**config.mk**
```make
export PLATFORM = sky130hd
export DESIGN_NAME = ser_top
export DESIGN_NICKNAME = d
export VERILOG_FILES = /design/src/pkg/ser_pkg.sv /design/src/pkg/ser_mem_if.sv /design/src/verilog/ser_mem.sv /design/src/verilog/ser_evt.sv /design/src/verilog/ser_top.sv
export VERILOG_INCLUDE_DIRS = /design/src /design/src/pkg
export SDC_FILE = /design/constraint.sdc
export NUM_CORES = 1
export LEC_CHECK = 0
export CORE_ASPECT_RATIO = 0.5
export CORE_MARGIN = 2
export CORE_UTILIZATION = 30
export DETAILED_ROUTE_END_ITERATION = 7
export DONT_BUFFER_PORTS = 1
export PLACE_DENSITY = 0.42
export SLEW_MARGIN = 10
export SYNTH_ARGS = -nofsm -noshare
export SYNTH_HDL_FRONTEND = slang
export SYNTH_HIERARCHICAL = 1
export SYNTH_SLANG_ARGS = --single-unit
```
**constraint.sdc**
```tcl
create_clock -name clock -period 12.7 [get_ports clock]
set_input_delay 1.27 -clock clock [delete_from_list [all_inputs] [get_ports clock]]
set_output_delay 1.27 -clock clock [all_outputs]
set_load 0.03 [all_outputs]
```
**src/pkg/ser_regs.svh**
```systemverilog
// constants of the status and event reporting block
// How it works
// RULE1: event bits latch, later condition changes ignored
// RULE2: query or clear-status clears event register
// RULE3: reset command and device clear keep events
// RULE4: event query returns binary weighted decimal sum
// RULE5: summary bit ORs enabled event bits
// RULE6: enable registers read/write, clear-status keeps them
// RULE7: status bit 4 set while output queue holds
// RULE8: status summary bits follow sources, never latched
// RULE9: status bits 0-3 and 7 read zero
// RULE10: status bit 5 flags enabled standard events
// RULE11: status bit 6 shows service request exists
// RULE12: status query returns byte, changes nothing
// RULE13: clear-status clears events and discards output queue
// RULE14: service mask 8 bits, bit 6 forced zero
// RULE15: only mask weights 16 and 32 matter
// RULE16: event register cleared by read, clear, power-on
// RULE17: bit 0 set when pending operations finish
// RULE18: bit 1 never set; bit 2 query error
// RULE19: bit 3 set on device function failure
// RULE20: bit 4 range error; bit 5 command error
// RULE21: bit 6 local control; bit 7 power cycled
// RULE22: event mask 8 bits gates bits into summary
// RULE23: request service when status AND mask nonzero
`ifndef SER_REGS_SVH
`define SER_REGS_SVH

// reset values
`define SER_SRE_RESET 8'h00
`define SER_ESE_RESET 8'h00
`define SER_ESR_RESET 8'h80

// status byte field positions
`define SER_STB_MAV 4
`define SER_STB_ESB 5
`define SER_STB_MSS 6
`define SER_SRE_WMASK 8'hbf

// standard event field positions
`define SER_ESR_OPC 0
`define SER_ESR_RQC 1
`define SER_ESR_QYE 2
`define SER_ESR_DDE 3
`define SER_ESR_EXE 4
`define SER_ESR_CME 5
`define SER_ESR_URQ 6
`define SER_ESR_PON 7

// output queue geometry and characters
`define SER_Q_DEPTH 5'h10
`define SER_Q_AW 4
`define SER_ASCII_0 8'h30
`define SER_ASCII_LF 8'h0a

`endif

```
**src/pkg/ser_pkg.sv**
```systemverilog
// types of the status and event reporting block
package ser_pkg;

    // commands handed over by the command parser
    typedef enum logic [3:0] {
        SER_CMD_NOP   = 4'h0,
        SER_CMD_CLS   = 4'h1,
        SER_CMD_ESE_W = 4'h2,
        SER_CMD_ESE_Q = 4'h3,
        SER_CMD_ESR_Q = 4'h4,
        SER_CMD_SRE_W = 4'h5,
        SER_CMD_SRE_Q = 4'h6,
        SER_CMD_STB_Q = 4'h7,
        SER_CMD_OPC   = 4'h8,
        SER_CMD_RST   = 4'h9
    } ser_cmd_t;

    // answer formatter states, one-hot
    typedef enum logic [1:0] {
        SER_ST_IDLE = 2'b01,
        SER_ST_EMIT = 2'b10
    } ser_state_t;

endpackage : ser_pkg

```
**src/pkg/ser_mem_if.sv**
```systemverilog
// interface between the queue control and its character memory
interface ser_mem_if;
    logic wr_en;          // write one character
    logic [3:0] wr_addr;  // write slot
    logic [7:0] wr_data;  // character written
    logic rd_en;          // read one character
    logic [3:0] rd_addr;  // read slot
    logic [7:0] rd_data;  // registered read data

    modport ctl (output wr_en, output wr_addr, output wr_data, output rd_en, output rd_addr, input rd_data);
    modport mem (input wr_en, input wr_addr, input wr_data, input rd_en, input rd_addr, output rd_data);
endinterface : ser_mem_if

```
**src/verilog/ser_mem.sv**
```systemverilog
// character memory of the response output queue
module ser_mem
    import ser_pkg::*;
(
    input wire logic clock,
    input wire logic rst_n,
    ser_mem_if.mem port
);
    `include "ser_regs.svh"

    logic [7:0] store [0:15]; // queue slots, no reset needed
    logic [7:0] rd_data_q;    // read data register
    logic [7:0] rd_data_d;

    // read port: new data only on a read request
    always_comb begin
        rd_data_d = port.rd_en ? store[port.rd_addr] : rd_data_q;
    end

    // slots hold data only, so they stay out of the reset
    always_ff @(posedge clock) begin
        if (port.wr_en) begin
            store[port.wr_addr] <= port.wr_data;
        end
    end

    // registered read data
    always_ff @(posedge clock or negedge rst_n) begin
        if (!rst_n) begin
            rd_data_q <= 8'h00;
        end else begin
            rd_data_q <= rd_data_d;
        end
    end

    assign port.rd_data = rd_data_q;
endmodule : ser_mem

```
**src/verilog/ser_evt.sv**
```systemverilog
// latching standard event register
module ser_evt
    import ser_pkg::*;
(
    input wire logic clock,
    input wire logic rst_n,
    input wire logic [7:0] set,
    input wire logic clr,
    output logic [7:0] flags
);
    `include "ser_regs.svh"

    logic [7:0] flags_q; // latched events
    logic [7:0] flags_d;

    // a set arriving with the clear survives it
    always_comb begin
        flags_d = (clr ? 8'h00 : flags_q) | set; // RULE1
    end

    // power-on leaves only the power bit standing
    always_ff @(posedge clock or negedge rst_n) begin
        if (!rst_n) begin
            flags_q <= `SER_ESR_RESET; // RULE16 RULE21
        end else begin
            flags_q <= flags_d;
        end
    end

    assign flags = flags_q;
endmodule : ser_evt

```
**src/verilog/ser_top.sv**
```systemverilog
// status byte, standard event and service request logic
module ser_top
    import ser_pkg::*;
(
    input wire logic clock,
    input wire logic rst_n,
    input wire logic cmd_valid,
    input wire logic [3:0] cmd_code,
    input wire logic [7:0] cmd_data,
    output logic cmd_ready,
    input wire logic ops_busy,
    input wire logic err_device,
    input wire logic err_exec,
    input wire logic err_command,
    input wire logic local_key,
    input wire logic dev_clr,
    input wire logic rd_req,
    output logic rsp_valid,
    output logic [7:0] rsp_data,
    output logic mav,
    output logic [7:0] status_byte,
    output logic srq
);
    `include "ser_regs.svh"

    // ------------------------------------------------------------
    // decimal formatting of a byte: length and up to four characters
    // ------------------------------------------------------------
    function automatic logic [34:0] fmt_dec(input logic [7:0] v);
        logic [7:0] h;
        logic [7:0] t;
        logic [7:0] o;
        h = v / 8'd100;
        t = (v / 8'd10) % 8'd10;
        o = v % 8'd10;
        // leading zeros are dropped, a line feed ends the answer
        if (h != 8'h00) begin
            fmt_dec = {3'd4, h + `SER_ASCII_0, t + `SER_ASCII_0, o + `SER_ASCII_0, `SER_ASCII_LF};
        end else if (t != 8'h00) begin
            fmt_dec = {3'd3, t + `SER_ASCII_0, o + `SER_ASCII_0, `SER_ASCII_LF, 8'h00};
        end else begin
            fmt_dec = {3'd2, o + `SER_ASCII_0, `SER_ASCII_LF, 16'h0000};
        end
    endfunction : fmt_dec

    // ------------------------------------------------------------
    // declarations
    // ------------------------------------------------------------
    // local control pin synchroniser
    logic [2:0] sy_q;       // three stage chain, [0] is first
    logic [2:0] sy_d;
    logic key_lvl_q;        // filtered pin level
    logic key_lvl_d;
    logic key_evt;          // filtered rising edge

    // programmed masks and operation complete arming
    logic [7:0] sre_q;      // service request mask
    logic [7:0] sre_d;
    logic [7:0] ese_q;      // standard event mask
    logic [7:0] ese_d;
    logic opc_arm_q;        // waiting for operations to finish
    logic opc_arm_d;
    logic opc_done;         // operations finished while armed

    // answer formatter
    ser_state_t st_q;
    ser_state_t st_d;
    logic [31:0] chars_q;   // characters still to push, msb first
    logic [31:0] chars_d;
    logic [2:0] nchar_q;    // characters still to push
    logic [2:0] nchar_d;
    logic cmd_ready_q;
    logic cmd_ready_d;

    // output queue pointers
    logic [3:0] wp_q;
    logic [3:0] wp_d;
    logic [3:0] rp_q;
    logic [3:0] rp_d;
    logic [4:0] cnt_q;      // characters held
    logic [4:0] cnt_d;
    logic push;             // formatter writes a character
    logic pop;              // reader takes a character
    logic flush;            // discard all unread characters
    logic q_full;
    logic qry_err;          // read with nothing present or pending
    logic pop_q;            // read data arrives one cycle later
    logic pop_d;
    logic rsp_valid_q;
    logic rsp_valid_d;
    logic [7:0] rsp_data_q;
    logic [7:0] rsp_data_d;

    // event register and status byte
    logic [7:0] esr_set;
    logic esr_clr;
    logic [7:0] esr_flags;
    logic [7:0] stb_now;    // live status byte with master summary
    logic mss;
    logic mav_q;
    logic mav_d;
    logic [7:0] status_q;
    logic [7:0] status_d;
    logic srq_q;
    logic srq_d;
    logic take;             // command accepted this cycle
    ser_cmd_t cmd;
    logic [34:0] fmt;       // formatted answer of a query
    logic [7:0] qval;       // value a query reports

    ser_mem_if mif ();

    // ------------------------------------------------------------
    // local control pin: three flops, a change counts once the
    // second and third agree, so a glitch shorter than a cycle is lost
    // ------------------------------------------------------------
    always_comb begin
        sy_d = {sy_q[1:0], local_key};
        key_lvl_d = (sy_q[1] == sy_q[2]) ? sy_q[2] : key_lvl_q;
        key_evt = (sy_q[1] == sy_q[2]) && sy_q[2] && !key_lvl_q; // RULE21
    end

    // synchroniser registers
    always_ff @(posedge clock or negedge rst_n) begin
        if (!rst_n) begin
            sy_q <= 3'h0;
            key_lvl_q <= 1'b0;
        end else begin
            sy_q <= sy_d;
            key_lvl_q <= key_lvl_d;
        end
    end

    // ------------------------------------------------------------
    // status byte: rebuilt from its sources every cycle, never held
    // ------------------------------------------------------------
    always_comb begin
        stb_now = 8'h00; // RULE9
        stb_now[`SER_STB_MAV] = (cnt_q != 5'h00); // RULE7
        stb_now[`SER_STB_ESB] = |(esr_flags & ese_q); // RULE5 RULE10 RULE22
        // mask bit 6 is held zero, so the master bit cannot feed itself
        mss = |(stb_now & sre_q & `SER_SRE_WMASK); // RULE15 RULE23
        stb_now[`SER_STB_MSS] = mss; // RULE11
    end

    // ------------------------------------------------------------
    // commands, masks and answer formatter
    // ------------------------------------------------------------
    always_comb begin
        take = cmd_valid && cmd_ready_q;
        cmd = ser_cmd_t'(cmd_code);
        sre_d = sre_q;
        ese_d = ese_q;
        st_d = st_q;
        chars_d = chars_q;
        nchar_d = nchar_q;
        esr_clr = 1'b0;
        flush = 1'b0;
        qval = 8'h00;
        fmt = fmt_dec(qval);
        push = (st_q == SER_ST_EMIT) && !q_full && !dev_clr;
        // an armed completion fires once nothing is busy
        opc_done = opc_arm_q && !ops_busy; // RULE17
        opc_arm_d = opc_arm_q && !opc_done;
        if (dev_clr) begin
            // device clear drops answers but keeps every event bit
            flush = 1'b1; // RULE3
            st_d = SER_ST_IDLE;
            nchar_d = 3'd0;
        end else if (take) begin
            case (cmd)
                SER_CMD_CLS: begin
                    esr_clr = 1'b1; // RULE2 RULE16
                    flush = 1'b1; // RULE13
                    opc_arm_d = 1'b0;
                end
                SER_CMD_ESE_W: begin
                    ese_d = cmd_data; // RULE22
                end
                SER_CMD_SRE_W: begin
                    sre_d = cmd_data & `SER_SRE_WMASK; // RULE14
                end
                SER_CMD_OPC: begin
                    opc_arm_d = 1'b1;
                end
                SER_CMD_RST: begin
                    // settings reset cancels the wait, events stay
                    opc_arm_d = 1'b0; // RULE3
                end
                SER_CMD_ESE_Q: begin
                    qval = ese_q; // RULE6
                    st_d = SER_ST_EMIT;
                end
                SER_CMD_SRE_Q: begin
                    qval = sre_q; // RULE6
                    st_d = SER_ST_EMIT;
                end
                SER_CMD_ESR_Q: begin
                    qval = esr_flags; // RULE4
                    esr_clr = 1'b1; // RULE2 RULE16
                    st_d = SER_ST_EMIT;
                end
                SER_CMD_STB_Q: begin
                    // reading the status byte changes nothing
                    qval = stb_now; // RULE12
                    st_d = SER_ST_EMIT;
                end
                default: begin
                    st_d = st_q;
                end
            endcase
            if (st_d == SER_ST_EMIT) begin
                fmt = fmt_dec(qval); // RULE4
                nchar_d = fmt[34:32];
                chars_d = fmt[31:0];
            end
        end else if (push) begin
            // one character per cycle, stalled while the queue is full
            chars_d = {chars_q[23:0], 8'h00};
            nchar_d = nchar_q - 3'd1;
            if (nchar_q == 3'd1) begin
                st_d = SER_ST_IDLE;
            end
        end
        cmd_ready_d = (st_d == SER_ST_IDLE);
    end

    // formatter and mask registers
    always_ff @(posedge clock or negedge rst_n) begin
        if (!rst_n) begin
            sre_q <= `SER_SRE_RESET;
            ese_q <= `SER_ESE_RESET;
            opc_arm_q <= 1'b0;
            st_q <= SER_ST_IDLE;
            chars_q <= 32'h0000_0000;
            nchar_q <= 3'd0;
            cmd_ready_q <= 1'b0;
        end else begin
            sre_q <= sre_d;
            ese_q <= ese_d;
            opc_arm_q <= opc_arm_d;
            st_q <= st_d;
            chars_q <= chars_d;
            nchar_q <= nchar_d;
            cmd_ready_q <= cmd_ready_d;
        end
    end

    // ------------------------------------------------------------
    // output queue control
    // ------------------------------------------------------------
    always_comb begin
        q_full = (cnt_q == `SER_Q_DEPTH);
        pop = rd_req && (cnt_q != 5'h00) && !flush;
        // an answer still being formatted counts as pending
        qry_err = rd_req && (cnt_q == 5'h00) && (st_q == SER_ST_IDLE); // RULE18
        wp_d = wp_q;
        rp_d = rp_q;
        cnt_d = cnt_q;
        if (flush) begin
            wp_d = 4'h0;
            rp_d = 4'h0;
            cnt_d = 5'h00; // RULE13
        end else begin
            if (push) begin
                wp_d = wp_q + 4'h1;
            end
            if (pop) begin
                rp_d = rp_q + 4'h1;
            end
            case ({push, pop})
                2'b10: cnt_d = cnt_q + 5'h01;
                2'b01: cnt_d = cnt_q - 5'h01;
                default: cnt_d = cnt_q;
            endcase
        end
        pop_d = pop;
        rsp_valid_d = pop_q;
        rsp_data_d = pop_q ? mif.rd_data : rsp_data_q;
        mav_d = (cnt_d != 5'h00); // RULE7 RULE8
    end

    // queue pointers and answer registers
    always_ff @(posedge clock or negedge rst_n) begin
        if (!rst_n) begin
            wp_q <= 4'h0;
            rp_q <= 4'h0;
            cnt_q <= 5'h00;
            pop_q <= 1'b0;
            rsp_valid_q <= 1'b0;
            rsp_data_q <= 8'h00;
            mav_q <= 1'b0;
        end else begin
            wp_q <= wp_d;
            rp_q <= rp_d;
            cnt_q <= cnt_d;
            pop_q <= pop_d;
            rsp_valid_q <= rsp_valid_d;
            rsp_data_q <= rsp_data_d;
            mav_q <= mav_d;
        end
    end

    // memory ports
    assign mif.wr_en = push;
    assign mif.wr_addr = wp_q;
    assign mif.wr_data = chars_q[31:24];
    assign mif.rd_en = pop;
    assign mif.rd_addr = rp_q;

    ser_mem u_mem (
        .clock(clock),
        .rst_n(rst_n),
        .port(mif.mem)
    );

    // ------------------------------------------------------------
    // standard event sources; request control is never raised
    // ------------------------------------------------------------
    always_comb begin
        esr_set = 8'h00;
        esr_set[`SER_ESR_OPC] = opc_done; // RULE17
        esr_set[`SER_ESR_RQC] = 1'b0; // RULE18
        esr_set[`SER_ESR_QYE] = qry_err; // RULE18
        esr_set[`SER_ESR_DDE] = err_device; // RULE19
        esr_set[`SER_ESR_EXE] = err_exec; // RULE20
        esr_set[`SER_ESR_CME] = err_command; // RULE20
        esr_set[`SER_ESR_URQ] = key_evt; // RULE21
        esr_set[`SER_ESR_PON] = 1'b0;
    end

    ser_evt u_evt (
        .clock(clock),
        .rst_n(rst_n),
        .set(esr_set),
        .clr(esr_clr),
        .flags(esr_flags)
    );

    // ------------------------------------------------------------
    // registered status outputs, one cycle behind their sources
    // ------------------------------------------------------------
    always_comb begin
        status_d = stb_now; // RULE8
        srq_d = mss; // RULE23
    end

    // status output registers
    always_ff @(posedge clock or negedge rst_n) begin
        if (!rst_n) begin
            status_q <= 8'h00;
            srq_q <= 1'b0;
        end else begin
            status_q <= status_d;
            srq_q <= srq_d;
        end
    end

    assign cmd_ready = cmd_ready_q;
    assign rsp_valid = rsp_valid_q;
    assign rsp_data = rsp_data_q;
    assign mav = mav_q;
    assign status_byte = status_q;
    assign srq = srq_q;
endmodule : ser_top

```
; ---- Word level (Yosys, flattened, before mapping)
; Memory sizes are Yosys's and may differ from the RTL's. A register that Yosys moved wholly into a read port is not among the register bits.
; Index checks and enable logic that the tools add are counted.
; W data, S select, Z words.
[totals]
reg_bits = 94
ramBits = 128
word_cells = 129
n_memories = 1
[classes]
add_sub_neg = 8
div_mod_pow = 4
n_eq_ne = 20
n_mux = 37
bitwise = 4
reduce_logical = 36
[mem_list]
columns = name, words, word_bits, rd, rd_ports_with_merged_regs, wr, line_no
row1 = u_mem.store, 16, 8, 1, 1, 1, ser_mem.sv:11  ; logic [7:0] store [0:15];
[ops]
columns = op, n
row1 = $mux W32, 3
row2 = $mux W35, 1
row3 = $mux W33, 1
row4 = $pmux W8 S4, 1
row5 = $add A8 B6 Y8 const B, 3
row6 = $mux W8, 3
row7 = $eq A4 B3 Y1 const B, 4
row8 = $mod A8 B4 Y8 const B, 2
row9 = $mux W4, 4
row10 = $reduce_bool A8 Y1, 2
row11 = $mux W2, 7
row12 = $mux W3, 4
row13 = $logic_and A1 B1 Y1, 11
row14 = $mux W1, 10
row15 = $pmux W5 S2, 1
row16 = $reduce_bool A5 Y1, 2
row17 = $reduce_and A3 Y1, 3
row18 = $add A4 B1 Y4 const B, 2
row19 = $and A6 B8 Y8, 1
row20 = $and A8 B8 Y8, 1
row21 = $div A8 B4 Y8 const B, 1
row22 = $div A8 B7 Y8 const B, 1
row23 = $eq A4 B2 Y1 const B, 2
row24 = $eq A4 B4 Y1 const B, 2
row25 = 24 further kinds, 37

; ---- Depth between registers and ports, before layout
[depth]
word_depth = 15
depth_mapped = 23

; ---- Modules after synthesis
; Netlist, hierarchy kept.
[by_module_without_submodules]
columns = mod, n_inst, cells_each, area_per_inst_um2
row1 = ser_mem, 1, 240, 5331.4
row2 = ser_top, 1, 548, 5067.4
row3 = ser_evt, 1, 17, 265.3

; ---- Worst setup path after synthesis
; Ideal clock, no wire load.
[synth_timing]
path_type = input-to-reg
startpoint = in cmd_code[1]
endpoint = reg chars_q[29]
arrival_ns = 5.392
required_ns = 12.606
slack_ns = 7.214
cell_stages = 20
path_buffers = 2
path_cell_list = buf_6 -> buf_6 -> nand4b_1 -> nand3_1 -> or3_1 -> o211a_1 -> a311oi_1 -> nand2b_1 -> ha_1 -> nand2_1 -> a211o_1 -> o21a_1 -> a21oi_1 -> inv_1 -> ha_1 -> o21a_1 -> a311o_1 -> nor4_4 -> mux2_2 -> a211oi_1
[synth_via]
elab_chain_len = 11
[synth_lines]
columns = element, line_no
row1 = from (decl), ser_top.sv:8  ; input wire logic [3:0] cmd_code,
row2 = $eq A4 B3 Y1 / $eq A4 B2 Y1 (equally long branches), ser_top.sv:171  ; case (cmd)
row3 = $pmux W8 S4, ser_top.sv:171
row4 = $mux W8, ser_top.sv:170  ; end else if (take) begin
row5 = $mux W8, ser_top.sv:165  ; if (dev_clr) begin
row6 = $div A8 B4 Y8, ser_top.sv:34  ; t = (v / 8'd10) % 8'd10;
row7 = $mod A8 B4 Y8, ser_top.sv:34
row8 = $add A8 B6 Y8 (no line) / $reduce_bool A8 Y1 (equally long branches), --
row9 = $mux W33, ser_top.sv:39  ; end else if (t != 8'h00) begin
row10 = $mux W35, ser_top.sv:37  ; if (h != 8'h00) begin
row11 = $mux W32, ser_top.sv:212  ; if (st_d == SER_ST_EMIT) begin
row12 = $mux W32, ser_top.sv:170
row13 = to (signal assigned), ser_top.sv:243  ; chars_q <= chars_d;
row14 = to (decl), ser_top.sv:68  ; logic [31:0] chars_q;
; Several ways; a longest one is shown, not always the timed one. The select of a mux whose other input is x is not followed.
; A chain may end at the register's enable or synchronous reset.

; ---- Worst setup path after layout
[layout_timing]
startpoint = reg cnt_q[0]
endpoint = reg chars_q[29]
[layout_via]
elab_chain_len = 13
[layout_lines]
columns = element, line_no
row1 = from (decl), ser_top.sv:80  ; logic [4:0] cnt_q;
row2 = from (signal assigned), ser_top.sv:296  ; cnt_q <= cnt_d;
row3 = $reduce_bool A5 Y1, ser_top.sv:139  ; stb_now[`SER_STB_MAV] = (cnt_q != 5'h00);
row4 = $and A6 B8 Y8, ser_top.sv:142  ; mss = |(stb_now & sre_q & `SER_SRE_WMASK);
row5 = $reduce_or A7 Y1, ser_top.sv:142
row6 = $pmux W8 S4, ser_top.sv:171
row7 = $mux W8, ser_top.sv:170
row8 = $mux W8, ser_top.sv:165
row9 = $div A8 B4 Y8, ser_top.sv:34
row10 = $mod A8 B4 Y8, ser_top.sv:34
row11 = $add A8 B6 Y8 (no line) / $reduce_bool A8 Y1 (equally long branches), --
row12 = $mux W33, ser_top.sv:39
row13 = $mux W35, ser_top.sv:37
row14 = $mux W32, ser_top.sv:212
row15 = $mux W32, ser_top.sv:170
; Several ways; a longest one is shown, not always the timed one. The select of a mux whose other input is x is not followed.

==> results.md <==
Die:
- The height of the die is 137 µm.
- The number of cell rows is 48.
- The die area is 37200 µm².
- The number of ports placed on the die boundary is 42.
- For this configuration, the core starts out at a cell density of 30.7%.
- After floorplanning, the core was sized to cover 34700 µm².
- The x dimension of the die is 271 µm.

Timing:
- The final-report hold violation count is 0.
- Based on the critical path, the design can be clocked at up to 171 MHz.
- After layout, the worst path uses 46.2% of the clock period.
- In the final timing run, aggregate negative setup slack is 0 ps.
- The number of max-slew violations in the final report is 0.
- In this run the tightest slew margin relative to its limit is 24.7%.
- The clock period could shrink to 5860 ps.
- Setup violations remaining at the end of the flow were counted as 0.
- Clock skew on the completed layout was measured at 19.0 ps.
- At the pin with the least slew margin, the transition time is 1130 ps.
- Setup repair after global routing left no endpoint under its margin.

Job:
- Max-cap violations in this run came to 0.

Global route:
- The first global-routing pass estimated 39800 µm of wire.
- Global routing finished with a remaining overflow of 0.
- The number of global-route vias before repair is 6701.
- The number of antenna violations at the first check in global routing was 0.
- The all-layer global routing usage is 13.9%.
- Entering global routing, the biggest net connects 95 pins.

Worst setup path:
- In this run the worst path has a maximum fanout of 16.
- The category of the most critical setup path is flop to flop.
- STA classifies the critical path startpoint as a flop.
- The required time of the critical path is 13120 ps.
- The largest individual stage delay along the critical path comes from the cell sky130_fd_sc_hd__nor4_4.
- The kind of end point of the critical path is a flop.
- The critical path arrival is 6290 ps.
- The critical path goes through nor4_2, nand2b_1, a31oi_4, a21oi_1, o311a_1, a2111oi_2, or2_1, o21a_1, a21oi_1, inv_1, ha_1, or3_1, o31ai_1, a211o_1, a31o_1, nor4_4, mux2_2, a211oi_1.
- The longest individual stage delay on the worst path is 720 ps.
- The cell that appears most often on the critical path is sky130_fd_sc_hd__a21oi_1.
- The slack of the worst reg-to-reg path is 6840 ps.

Logic synthesis:
- The most used standard cell by instance count after synthesis is sky130_fd_sc_hd__edfxtp_1.
- The gate count after technology mapping is 805.
- The register area share after synthesis is 58.1%.
- The most instantiated flip-flop cell in the synthesis netlist is sky130_fd_sc_hd__edfxtp_1.
- The total of flip-flops plus latches after synthesis is 222.
- The commonest cells after synthesis are sky130_fd_sc_hd__edfxtp_1 (128), sky130_fd_sc_hd__dfrtp_1 (92), sky130_fd_sc_hd__nor2_1 (72).
- The fraction of registers with async set or reset after synthesis is 42.3%.
- The number of warnings issued by yosys is 6.
- The biggest area contributor in the post-synthesis netlist is sky130_fd_sc_hd__edfxtp_1.
- The number of enable flip-flop cells after synthesis is 128.
- After synthesis, the largest area contributor takes up 36.0% of total cell area.
- The number of distinct library cells after synthesis is 94.
- The cell area that synthesis handed to floorplanning was 10700 µm².
- The post-synthesis average cell area is 13.2 µm².
- Ranked by total cell area, the synthesized netlist is headed by sky130_fd_sc_hd__edfxtp_1 (36%), sky130_fd_sc_hd__dfrtp_1 (22%), sky130_fd_sc_hd__mux4_2 (5.5%), sky130_fd_sc_hd__mux2_2 (3.4%), sky130_fd_sc_hd__nor2_1 (2.5%).

CTS:
- The CTS tree is built.
- Clock tree synthesis found a total of 222 sinks.
- The buffer depth of the longest clock path is 3.
- For the worst-skew pair, the clock arrives at the later sink with an insertion delay of 520 ps.
- The maximum level of the CTS H-tree is 1.
- The clock root buffer is sky130_fd_sc_hd__clkbuf_16.
- The number of buffers inserted during clock tree synthesis is 22.
- Clock-pin slew was measured on the worst setup and hold paths at 60 ps.
- The number of resized instances in the post-cts repair step is 0.
- The number of buffers added for setup after CTS is 0.
- The hold-fix buffer count after cts is 0.

Route:
- Once detail routing completed, the nets flagged for antenna violations numbered 0.
- Dividing the detail-routed via count by the number of cells gives 5.01.
- The detailed-routing iteration count for the pre-antenna-repair pass is 5.
- After detailed routing, the average wire length per cell comes to 19.5 µm.
- The vias after detailed routing is 6473.
- The DRC marker count from the first detailed-route iteration is 440.
- For this block, the routed nets add up to 25100 µm of wire.
- In the routed design, unresolved DRC markers number 0.

Power and ir drop:
- IR analysis of the VDD net gives a maximum drop of 78.1 µV.
- For this design the static power due to leakage is 4.25 nW.
- The power per cell area is 148 nW/µm².

Cells and area:
- The fill cell instance count of the final layout is 3493.
- The area occupied by registers is 6200 µm².
- The number of diodes is 0.
- The area of combinational cells with multiple inputs is 4120 µm².
- The share of layout cells above drive strength 1 is 16.5%.
- The area growth from synthesis to layout is 9.89%.
- At the end of the flow the core is filled with cells to 33.8%.
- At the end of the flow, the number of nets in the layout was 840.

Placed design:
- The estimated wirelength of the detail-placed design is 16900 µm.
- Routability-driven placement finished with a final weighted congestion of 0.797.
- Port buffering added 0 buffers.

Hold path:
- In this run the worst hold path is classified as flop to flop.

Status:
- The flow ran to the end, and the final reports show no timing, DRC or antenna violations.
sequential cells by signal, indices dropped and copies added, names as in the netlist, 4 cells and up:
register / flops
mif.wr_addr: 4
sre_q: 7
u_mem/port.rd_data: 8
ese_q: 8
rsp_data: 8
u_evt/flags: 8
chars_q: 25
mif.rd_addr: 4
u_mem/store: 128
cnt_q: 5
worst max-delay path, delay by kind of cell (launching register included):
family                   cells  cell delay [ps]
AND/OR/NAND/NOR              5             2050
buffers and inverters        1               90
multiplexers                 1              410
adder cells (fa/ha/maj)      1              230
flip-flops                   1              450
AO/OA/AOI/OAI               10             2540
final timing paths:
path / to / startpoint / depth (start not counted)
worst max-delay path: chars_q[29] / cnt_q[0] / 18
worst min-delay path: sy_q[1] / sy_q[0] / 0
worst max register to register: chars_q[29] / cnt_q[0] / 18
worst min register to register: sy_q[1] / sy_q[0] / 0
max in group asynchronous: st_q[0] / rst_n / 0
min in group asynchronous: ese_q[3] / rst_n / 0
layer usage:
| metal | track usage [%] | share of wire (%) |
|---|---|---|
| met4 | 2.58 | 1.1 |
| met2 | 22.6 | 45 |
| met1 | 19.8 | 50 |
| met3 | 2.47 | 3.6 |
| met5 | 0 | 0 |
final cells by class:
class	instances	area share, %
repair buffers	8	0.512
flip-flops and latches	222	52.9
inverters	19	0.630
clock buffers	30	5.04
multi-input cells	527	35.1
well taps	475	5.07
clock inverters	10	0.726
logic make-up (layout without fill, tap and decap cells):
logic type	count (synthesis)	count (layout)	share of synthesized area (%)
AO/OA/AOI/OAI	176	176	12.1
multiplexers	78	78	11.7
other	2	8	0.0704
XOR/XNOR	18	18	1.48
flip-flops	222	222	58.1
buffers and inverters	62	67	3.61
AND/OR/NAND/NOR	229	229	10.7
adder cells (fa/ha/maj)	18	18	2.18
layout by cell type, fill, tap and decap left out, types with 13 or more instances in the layout:
cell type and n:
sky130_fd_sc_hd__a21oi_1 39, sky130_fd_sc_hd__clkbuf_16 22, sky130_fd_sc_hd__dfrtp_1 92, sky130_fd_sc_hd__edfxtp_1 128, sky130_fd_sc_hd__ha_1 17, sky130_fd_sc_hd__inv_1 15
sky130_fd_sc_hd__mux2_2 32, sky130_fd_sc_hd__mux2i_1 13, sky130_fd_sc_hd__mux4_2 26, sky130_fd_sc_hd__nand2_1 63, sky130_fd_sc_hd__nand3_1 14, sky130_fd_sc_hd__nor2_1 71
sky130_fd_sc_hd__o21ai_0 23
metrics by stage:
| stage | std cells | setup slack (ps) | instance area [µm²] | hold slack (ps) | power [mW] |
|---|---|---|---|---|---|
| floorplan | 811 | 7210 | 10700 | 331 | 1.07 |
| global route | 1291 | 6280 | 11700 | 374 | 1.83 |
| global placement | 1251 | 6630 | 11000 | 334 | 1.13 |
| finish | 1291 | 6840 | 11700 | 353 | 1.74 |
| CTS | 1291 | 6800 | 11700 | 351 | 1.77 |
| detailed placement | 1251 | 6540 | 11000 | 337 | 1.13 |
power by group:
part	total [mW]	switching, mW	internal [mW]	leakage, nW
Sequential	0.944	0.0889	0.855	2.36
Combinational	0.169	0.0946	0.0739	1.56
Clock	0.624	0.276	0.348	0.328
Total	1.74	0.460	1.28	4.25
(Power assumes the default switching activity.)
